==> src/logic/reset_clock_mode_decoder_consts.vh <==
`ifndef RESET_CLOCK_MODE_DECODER_CONSTS_VH
`define RESET_CLOCK_MODE_DECODER_CONSTS_VH

// ----------------------------------------------------------------
// widths
// ----------------------------------------------------------------
`define MODE_W 3
`define MODE_HI_W 4
`define FULL_MODE_W 7
`define FACTOR_W 5
`define IN_KHZ_W 17
`define FREQ_W 20
`define PROD_W 22

// ----------------------------------------------------------------
// input clock classes (bit 2 of the mode code picks the class)
// ----------------------------------------------------------------
`define MODE_CLASS_BIT 2
`define MODE_COMM_BIT 1
`define MODE_CORE_BIT 0
`define IN_KHZ_33 17'h08235
`define IN_KHZ_66 17'h1046a

// ----------------------------------------------------------------
// multiplication factors, held as twice the factor
// ----------------------------------------------------------------
`define COMM_X2_33_LO 5'h06
`define COMM_X2_33_HI 5'h08
`define COMM_X2_66_LO 5'h04
`define COMM_X2_66_HI 5'h05
`define CORE_X2_33_LO 5'h08
`define CORE_X2_33_HI 5'h0a
`define CORE_X2_66_LO 5'h05
`define CORE_X2_66_HI 5'h06

// ----------------------------------------------------------------
// reset values of the active configuration
// ----------------------------------------------------------------
`define RST_MODE 3'h0
`define RST_MODE_HI 4'h0
`define RST_FULL_MODE 7'h00
`define RST_FACTOR 5'h00
`define RST_IN_KHZ 17'h00000
`define RST_FREQ 20'h00000

`endif

==> src/logic/mode_table.v <==
`default_nettype none

// ----------------------------------------------------------------
// basic clock mode table
// ----------------------------------------------------------------
`include "reset_clock_mode_decoder_consts.vh"

module mode_table (
    input wire [`MODE_W-1:0] i_code,
    output wire o_input_is_66,
    output wire [`IN_KHZ_W-1:0] o_input_khz,
    output wire [`FACTOR_W-1:0] o_comm_factor_x2,
    output wire [`FACTOR_W-1:0] o_core_factor_x2
);
    wire is_66;
    wire comm_hi;
    wire core_hi;

    assign is_66 = i_code[`MODE_CLASS_BIT];
    assign comm_hi = i_code[`MODE_COMM_BIT];
    assign core_hi = i_code[`MODE_CORE_BIT];

    assign o_input_is_66 = is_66;
    assign o_input_khz = is_66 ? `IN_KHZ_66 : `IN_KHZ_33;

    // 000/001 -> 3, 010/011 -> 4 at 33 MHz; 100/101 -> 2, 110/111 -> 2.5 at 66 MHz
    assign o_comm_factor_x2 = is_66 ? (comm_hi ? `COMM_X2_66_HI : `COMM_X2_66_LO) :
                                      (comm_hi ? `COMM_X2_33_HI : `COMM_X2_33_LO);

    // x00/x10 -> 4 or 2.5, x01/x11 -> 5 or 3 depending on the class
    assign o_core_factor_x2 = is_66 ? (core_hi ? `CORE_X2_66_HI : `CORE_X2_66_LO) :
                                      (core_hi ? `CORE_X2_33_HI : `CORE_X2_33_LO);
endmodule

`default_nettype wire

==> src/logic/reset_clock_mode_decoder.v <==
// What this block does
// - sample the three mode-select pins while hard reset is asserted
// - three-bit code picks exactly one of eight basic clock configurations
// - comm processor factor 3,3,4,4 at 33 MHz; 2,2,2.5,2.5 at 66 MHz
// - core factor 4,5,4,5 for codes 0-3; 2.5,3,2.5,3 for codes 4-7
// - extended config combines four data-bus bits with the mode-select pins
// - new configuration takes effect only when power-on and hard reset are asserted together, not under either alone
`default_nettype none

`include "reset_clock_mode_decoder_consts.vh"

module reset_clock_mode_decoder (
    input wire i_clk_sys,
    input wire i_rstn,
    input wire i_por_n,
    input wire i_hard_reset_in_n,
    input wire i_reset_config_select,
    input wire [`MODE_W-1:0] i_clock_mode_select_pins,
    input wire [`MODE_HI_W-1:0] i_cfg_word_mode_bits,
    output wire [`FULL_MODE_W-1:0] o_active_mode,
    output wire o_active_extended,
    output wire o_factors_valid,
    output wire o_input_is_66,
    output wire [`IN_KHZ_W-1:0] o_input_khz,
    output wire [`FACTOR_W-1:0] o_comm_factor_x2,
    output wire [`FACTOR_W-1:0] o_core_factor_x2,
    output wire [`FREQ_W-1:0] o_comm_khz,
    output wire [`FREQ_W-1:0] o_core_khz,
    output wire [`FULL_MODE_W-1:0] o_sampled_mode,
    output wire o_change_pending,
    output wire o_config_valid,
    output wire o_config_applied
);

    // ----------------------------------------------------------------
    // helpers
    // ----------------------------------------------------------------
    // product of input kHz and a doubled factor, halved back
    function [`FREQ_W-1:0] scaled_khz;
        input [`IN_KHZ_W-1:0] in_khz;
        input [`FACTOR_W-1:0] factor_x2;
        reg [`PROD_W-1:0] prod;
        begin
            prod = {{(`PROD_W-`IN_KHZ_W){1'b0}}, in_khz} *
                   {{(`PROD_W-`FACTOR_W){1'b0}}, factor_x2};
            scaled_khz = prod[`FREQ_W:1];
        end
    endfunction

    // ----------------------------------------------------------------
    // reset qualifiers
    // ----------------------------------------------------------------
    wire hard_reset_active;
    wire por_active;
    wire load_now;

    assign hard_reset_active = ~i_hard_reset_in_n;
    assign por_active = ~i_por_n;
    // power-on reset loads only together with hard reset; a hard reset on its own never loads
    assign load_now = por_active & hard_reset_active;

    // ----------------------------------------------------------------
    // live decode of the pins
    // ----------------------------------------------------------------
    wire [`MODE_HI_W-1:0] live_hi;
    wire [`FULL_MODE_W-1:0] live_mode;
    wire live_is_66;
    wire [`IN_KHZ_W-1:0] live_khz;
    wire [`FACTOR_W-1:0] live_comm_x2;
    wire [`FACTOR_W-1:0] live_core_x2;

    // the upper bits count only when the extended sequence is selected
    assign live_hi = i_reset_config_select ? i_cfg_word_mode_bits : `RST_MODE_HI;
    assign live_mode = {live_hi, i_clock_mode_select_pins};

    mode_table u_mode_table (
        .i_code(i_clock_mode_select_pins),
        .o_input_is_66(live_is_66),
        .o_input_khz(live_khz),
        .o_comm_factor_x2(live_comm_x2),
        .o_core_factor_x2(live_core_x2)
    );

    // ----------------------------------------------------------------
    // sampling during hard reset
    // ----------------------------------------------------------------
    reg [`FULL_MODE_W-1:0] sampled_mode_ff;
    reg [`FULL_MODE_W-1:0] nxt_sampled_mode;

    always @* begin
        nxt_sampled_mode = sampled_mode_ff;
        if (hard_reset_active) begin
            nxt_sampled_mode = live_mode;
        end
    end

    always @(posedge i_clk_sys or negedge i_rstn) begin
        if (!i_rstn) begin
            sampled_mode_ff <= `RST_FULL_MODE;
        end else begin
            sampled_mode_ff <= nxt_sampled_mode;
        end
    end

    // ----------------------------------------------------------------
    // active configuration
    // ----------------------------------------------------------------
    reg [`FULL_MODE_W-1:0] active_mode_ff;
    reg active_ext_ff;
    reg factors_valid_ff;
    reg input_is_66_ff;
    reg [`IN_KHZ_W-1:0] input_khz_ff;
    reg [`FACTOR_W-1:0] comm_x2_ff;
    reg [`FACTOR_W-1:0] core_x2_ff;
    reg [`FREQ_W-1:0] comm_khz_ff;
    reg [`FREQ_W-1:0] core_khz_ff;
    reg config_valid_ff;
    reg [`FULL_MODE_W-1:0] nxt_active_mode;
    reg nxt_active_ext;
    reg nxt_factors_valid;
    reg nxt_input_is_66;
    reg [`IN_KHZ_W-1:0] nxt_input_khz;
    reg [`FACTOR_W-1:0] nxt_comm_x2;
    reg [`FACTOR_W-1:0] nxt_core_x2;
    reg [`FREQ_W-1:0] nxt_comm_khz;
    reg [`FREQ_W-1:0] nxt_core_khz;
    reg nxt_config_valid;
    wire live_basic;

    // extended modes are reported by code only; their factors are not decoded here
    assign live_basic = ~i_reset_config_select;

    // everything holds unless power-on and hard reset are low in the same cycle
    always @* begin
        nxt_active_mode = active_mode_ff;
        nxt_active_ext = active_ext_ff;
        nxt_factors_valid = factors_valid_ff;
        nxt_input_is_66 = input_is_66_ff;
        nxt_input_khz = input_khz_ff;
        nxt_comm_x2 = comm_x2_ff;
        nxt_core_x2 = core_x2_ff;
        nxt_comm_khz = comm_khz_ff;
        nxt_core_khz = core_khz_ff;
        nxt_config_valid = config_valid_ff;
        if (load_now) begin
            nxt_active_mode = live_mode;
            nxt_active_ext = i_reset_config_select;
            nxt_factors_valid = live_basic;
            nxt_config_valid = 1'b1;
            // zeros rather than a stale basic setup once an extended code is applied
            nxt_input_is_66 = 1'b0;
            nxt_input_khz = `RST_IN_KHZ;
            nxt_comm_x2 = `RST_FACTOR;
            nxt_core_x2 = `RST_FACTOR;
            nxt_comm_khz = `RST_FREQ;
            nxt_core_khz = `RST_FREQ;
            if (live_basic) begin
                nxt_input_is_66 = live_is_66;
                nxt_input_khz = live_khz;
                nxt_comm_x2 = live_comm_x2;
                nxt_core_x2 = live_core_x2;
                nxt_comm_khz = scaled_khz(live_khz, live_comm_x2);
                nxt_core_khz = scaled_khz(live_khz, live_core_x2);
            end
        end
    end

    always @(posedge i_clk_sys or negedge i_rstn) begin
        if (!i_rstn) begin
            active_mode_ff <= `RST_FULL_MODE;
            active_ext_ff <= 1'b0;
            factors_valid_ff <= 1'b0;
            input_is_66_ff <= 1'b0;
            input_khz_ff <= `RST_IN_KHZ;
            comm_x2_ff <= `RST_FACTOR;
            core_x2_ff <= `RST_FACTOR;
            comm_khz_ff <= `RST_FREQ;
            core_khz_ff <= `RST_FREQ;
            config_valid_ff <= 1'b0;
        end else begin
            active_mode_ff <= nxt_active_mode;
            active_ext_ff <= nxt_active_ext;
            factors_valid_ff <= nxt_factors_valid;
            input_is_66_ff <= nxt_input_is_66;
            input_khz_ff <= nxt_input_khz;
            comm_x2_ff <= nxt_comm_x2;
            core_x2_ff <= nxt_core_x2;
            comm_khz_ff <= nxt_comm_khz;
            core_khz_ff <= nxt_core_khz;
            config_valid_ff <= nxt_config_valid;
        end
    end

    // ----------------------------------------------------------------
    // status
    // ----------------------------------------------------------------
    reg por_seen_ff;
    reg applied_ff;
    reg pending_ff;

    // pending shows a hard reset that sampled pins which were not applied
    always @(posedge i_clk_sys or negedge i_rstn) begin
        if (!i_rstn) begin
            por_seen_ff <= 1'b0;
            applied_ff <= 1'b0;
            pending_ff <= 1'b0;
        end else begin
            por_seen_ff <= load_now;
            applied_ff <= por_seen_ff & ~load_now;
            pending_ff <= config_valid_ff & ~load_now &
                          (nxt_sampled_mode != active_mode_ff);
        end
    end

    // ----------------------------------------------------------------
    // outputs
    // ----------------------------------------------------------------
    assign o_active_mode = active_mode_ff;
    assign o_active_extended = active_ext_ff;
    assign o_factors_valid = factors_valid_ff;
    assign o_input_is_66 = input_is_66_ff;
    assign o_input_khz = input_khz_ff;
    assign o_comm_factor_x2 = comm_x2_ff;
    assign o_core_factor_x2 = core_x2_ff;
    assign o_comm_khz = comm_khz_ff;
    assign o_core_khz = core_khz_ff;
    assign o_sampled_mode = sampled_mode_ff;
    assign o_change_pending = pending_ff;
    assign o_config_valid = config_valid_ff;
    assign o_config_applied = applied_ff;

endmodule

`default_nettype wire

==> config.mk <==
export PLATFORM = sky130hd
export DESIGN_NAME = reset_clock_mode_decoder
export DESIGN_NICKNAME = d
export VERILOG_FILES = /design/src/logic/mode_table.v /design/src/logic/reset_clock_mode_decoder.v
export VERILOG_INCLUDE_DIRS = /design/src /design/src/logic
export SDC_FILE = /design/constraint.sdc
export NUM_CORES = 1
export LEC_CHECK = 0
export ABC_AREA = 1
export BUFFER_PORTS_ARGS = -buffer_cell sky130_fd_sc_hd__buf_2
export CAP_MARGIN = 10
export CORE_MARGIN = 2
export CORE_UTILIZATION = 54
export DETAILED_ROUTE_END_ITERATION = 10
export HOLD_SLACK_MARGIN = 0.06
export PLACE_DENSITY = 0.86
export SYNTH_ARGS = -nofsm -noshare
export SYNTH_HDL_FRONTEND = slang
export SYNTH_SLANG_ARGS = --single-unit
==> constraint.sdc <==
create_clock -name i_clk_sys -period 2.8 [get_ports i_clk_sys]
set_input_delay 0 -clock i_clk_sys [delete_from_list [all_inputs] [get_ports i_clk_sys]]
set_output_delay 0 -clock i_clk_sys [all_outputs]
set_load 0.03 [all_outputs]
After elaboration in Yosys (flattened, before gate mapping)
Cells that the tools add are included. Widths: inputs -> output; s select.

Register bits after elaboration: 88. Output and inout bits: 87. Word-level logic and storage cells: 40.

$mul: 2. Eq/ne operators: 1. Mux-type cells: 15. Bitwise logic cells: 8.

Operators with widths (number): $mul 17x5->21 (2); $mux 20 (2); $mux 17 (2); $mux 5 (4); $mux 4 (2); $mux 7 (1); $ne 7x7->1 (1); $and 1x1->1 (4); $mux 2 (2); $not 1->1 (4); $mux 1 (2).

Longest topological paths before layout
Depth after elaboration: 5. Depth in mapped cells: 16. Mapped depth without buffers: 16.

By module
Synthesis repeated with hierarchy kept, for this count alone.

Cells, all modules: 1291. Area total of the unflattened synthesis: 9228.9 um2.

By module, submodules not included: reset_clock_mode_decoder (times used 1, cells each 1259, area an instance 9023.7 um2, sequential area each 2202.1 um2); mode_table (times used 1, cells each 32, area an instance 205.2 um2, sequential area each 0.0 um2).

Worst setup path after synthesis
No wires, ideal clock.

Path kind: in2reg. From: input port i_clock_mode_select_pins[2]. To: register comm_khz_ff[13], in the netlist o_comm_khz[13]. Library setup time: 0.117 ns. Arrival: 1.843 ns. Data required time: 2.683 ns. Setup slack: 0.839 ns. Stages: 13. Path buffers: 0. Cells stage by stage: inv_1 -> ha_1 -> inv_1 -> ha_1 -> inv_1 -> nor2_1 -> fa_1 -> ha_1 -> nand2_1 -> a21oi_1 -> nand3_1 -> nand3_1 -> nand2_1.

Word-level cells in the longest chain between the ends: 3. Elaborated cells between the ends (all ways): 4.

RTL lines: start: declaration (RTL line reset_clock_mode_decoder.v:18) `` input wire [`MODE_W-1:0] i_clock_mode_select_pins, ``; $mux 17 (no line) / $mux 5 (equally long branches); $mul 17x5->21 * (RTL line reset_clock_mode_decoder.v:44) `` prod = {{(`PROD_W-`IN_KHZ_W){1'b0}}, in_khz} * ``; $mux 20 * (RTL line reset_clock_mode_decoder.v:157) `if (live_basic) begin`; end signal: assignment (RTL line reset_clock_mode_decoder.v:177) `` comm_khz_ff <= `RST_FREQ; ``; end signal: assignment (RTL line reset_clock_mode_decoder.v:188) `comm_khz_ff <= nxt_comm_khz;`; end: declaration (RTL line reset_clock_mode_decoder.v:115) `` reg [`FREQ_W-1:0] comm_khz_ff; ``.

Mark *: on every way between the ends. The rest lies on a longest branch, timed or not. A chain may end at the register's enable or synchronous reset.

Worst setup path after layout
From: input port i_clock_mode_select_pins[1]. To: register comm_khz_ff[13], in the netlist o_comm_khz[13].

Word-level cells in the longest chain between the ends: 4. Elaborated cells between the ends (all ways): 5.

RTL lines: $mux 1 (no line) / $mux 4 (equally long branches); $mux 5 * (RTL line mode_table.v:27) `` assign o_comm_factor_x2 = is_66 ? (comm_hi ? `COMM_X2_66_HI : `COMM_X2_66_LO) : ``; $mul 17x5->21 * (RTL line reset_clock_mode_decoder.v:44); $mux 20 * (RTL line reset_clock_mode_decoder.v:157).

Marked as above.

==> flow_metrics.py <==
metrics = {
    "synth": {
        "synth_area_per_cell_um2": 8.68,
        "yosysTopAreaCellShare": 0.458,
        "netlist_area_um2": 2730,
        "yosys.area.top_type": "dfrtp_1",
        "synth_cell_type_count": 29,
        "ys.flop_type": "dfrtp_1",
        "synth_area_leaders": "dfrtp_1 (46%), nand2_1 (12%), buf_4 (11%)",
        "ys_seq_elements": 50,
        "ys_seq_area_frac": 0.458,
        "netlist_instances": 315,
        "yosys-top-cells-count": "nand2_1 (88), dfrtp_1 (50), buf_4 (40)",
        "yosys_warnings": 0,
        "synthArstFlopShare": 1.00,
        "synth.most_common_cell": "nand2_1",
        "synth_edf_count": 0,
    },
    "power": {
        "combPwrFrac": 0.299,
        "p_clk_frac": 0.255,
        "p_int_mw": 1.19,
        "p_seq_frac": 0.446,
        "power_switching_mw": 0.686,
        "powerDensity_nw_per_um2": 589,
        "power.total_mw": 1.88,
        "p_sw_frac": 0.366,
        "ir_worst_vdd_v": 0.000289,
        "p_leak_nw": 1.85,
    },
    "critical_path": {
        "cpMostUsedCell": "ha_1",
        "cp_slowest_cell": "dlygate4sd3_1",
        "cpPeakStageDelay_ns": 0.52,
        "setup.worst_path.class": "input pin to flip-flop",
        "start_kind": "input pin",
        "cp_num_buf_inv": 4,
        "crit_family": "adder cells",
        "cp.arrival_ns": 2.61,
        "cp_cell_sequence": "dlygate4sd3_1 -> buf_2 -> ha_1 -> inv_1 -> ha_1 -> inv_1 -> nor2_1 -> fa_1 -> ha_1 -> nand2_1 -> a21oi_1 -> nand3_1 -> nand3_1 -> nand2_1",
        "worstSetupEndpointType": "flip-flop",
        "critPathMaxFanout": 7,
        "required_ns": 3.00,
    },
    "timing": {
        "fin_tns_setup_ns": 0,
        "period_needed_ns": 2.41,
        "tightest_slew_ns": 1.09,
        "finalClockSkew_ns": 0.00459,
        "relSlewSlack": 0.271,
        "setup_viol": 0,
        "rsz0062_at_grt": "no",
        "post-route-period-util": 0.862,
        "finalMaxSlewViolations": 0,
        "fmax_ghz": 0.414,
        "hold_violations": 0,
    },
    "die": {
        "die-area_um2": 5650,
        "io_pins": 99,
        "core_um2": 4820,
        "num_rows": 25,
        "fp.dieW_um": 75.2,
        "start_util": 0.568,
        "die_h_um": 75.2,
    },
    "routing": {
        "wl_mm": 5.82,
        "drt_iter0_drc": 166,
        "wire_per_inst_um": 12.8,
        "vias": 2249,
        "ant_nets": 0,
        "viasPerCell": 4.95,
        "firstDrtPassIters": 4,
        "drc_errors": 0,
    },
    "clocking": {
        "cts_buffers": 5,
        "cts_buffer_depth": 2,
        "htree_levels": 2,
        "cts_tree": "yes",
        "clkTransAtPathRegs_ns": 0.09,
        "cts.sinks": 50,
        "clk_latency_ns": 0.30,
        "post_cts_resized": 0,
        "root_buffer": "clkbuf_8",
    },
    "grt": {
        "grt_pass1_vias": 1991,
        "antenna_found_initial": 0,
        "grt_pass1_wl_mm": 8.99,
        "grt_max_degree": 51,
        "grt_util_all_layers": 0.209,
        "gr-total-overflow": 0,
    },
    "min_path": {
        "min_path_type": "input pin to flip-flop",
    },
    "placement": {
        "gp_congestion": 0.845,
        "place_hpwl_mm": 4.01,
        "io_buffers": 88,
    },
    "cells_and_area": {
        "area_growth_syn_to_layout_pct": 16.5,
        "final_util": 0.661,
        "fill_cells": 405,
        "antennaDiodeCount": 0,
        "layout-drive-gt1-share": 0.276,
        "fin_nets": 415,
    },
    "outcome": {
        "status": "finished, final reports clean",
    },
    "flow_run": {
        "max_cap_violations": 0,
    },
}
## through the flow
step	hold slack, ns	setup WS (ns)	area [um^2]	std cells
final	0.0864	0.386	3190	454
after global routing	0.0958	0.245	3190	454
after detailed placement	0.261	0.371	2950	433
after global placement	0.258	0.469	2950	433
after floorplan	-0.296	0.839	2770	325
after CTS	0.0719	0.405	3190	454
## cell families after synthesis
| group | count (synthesis) | synth area share |
|---|---|---|
| AO/OA/AOI/OAI | 42 | 0.0920 |
| other | 1 | 0.00137 |
| flip-flops | 50 | 0.458 |
| AND/OR/NAND/NOR | 128 | 0.195 |
| buffers and inverters | 76 | 0.170 |
| XOR/XNOR | 1 | 0.00320 |
| adder cells (fa/ha/maj) | 17 | 0.0805 |
## path summary, 6_finish.rpt
path                                             start                 to  slack, ns  depth (start not counted)
setup reg to reg                     o_sampled_mode[3]  o_sampled_mode[3]       1.55                          3
hold / removal                       i_hard_reset_in_n  o_sampled_mode[0]       0.09                          3
max in group asynchronous                       i_rstn     o_core_khz[18]       1.67                          2
min in group asynchronous                       i_rstn   o_active_mode[5]       0.46                          2
setup / recovery           i_clock_mode_select_pins[1]     o_comm_khz[13]       0.39                         14
hold reg to reg                         o_core_khz[18]     o_core_khz[18]       0.48                          2
## layer usage
layer	track usage	wire (um)	share of wire	up-vias
met4	0.0624	85	0.015	0
met5	0	0	0	-
met3	0.0335	429	0.074	9
met2	0.348	2770	0.48	99
met1	0.283	2540	0.44	1058
li1	-	-	-	1083
## final cells by class
cell class	instances	area (um^2)	share of cell area
Timing Repair Buffer	102	578	0.181
Sequential cell	50	1250	0.393
Clock buffer	8	110	0.0346
Tap cell	67	83.8	0.0263
Inverter	28	108	0.0338
Multi-Input combinational cell	199	1050	0.331
## cell usage in the layout, fill, tap and decap left out, types with 3 or more instances in the layout
master	n
dfrtp_1	50
nand3_1	16
o21ai_0	25
a21oi_1	3
inv_1	25
clkbuf_8	8
nor2_1	17
buf_2	88
ha_1	16
nand2_1	88
conb_1	11
a22o_1	6
dlygate4sd3_1	13
## registers in the layout, indices dropped and copies added, names as in the netlist, 2 cells and up
signal	count
o_core_khz	10
o_input_khz	3
o_sampled_mode	7
o_active_mode	7
o_comm_factor_x2	3
o_comm_khz	13
o_core_factor_x2	2
## worst register-to-register path, delay by kind of cell, from the launching register on
family	cells	cell delay [ns]
buf+inv	1	0.57
simple gates	2	0.16
flops	1	0.41
## power by group through the flow
stage               combinational (mW)  clock (mW)  sequential [mW]
finish                           0.561       0.478            0.837
global route                     0.606       0.518            0.847
CTS                              0.562       0.485            0.837
detailed placement               0.545           0            0.851
global placement                 0.537           0            0.848
floorplan                        0.319           0            0.979
## what timing repair did
| item | in CTS | in global routing |
|---|---|---|
| buffers inserted | 0 | 0 |
| endpoints found under the hold margin | 62 | 0 |
| hold buffers | 13 | 0 |
Note: power is estimated with default switching activity, not from simulation.
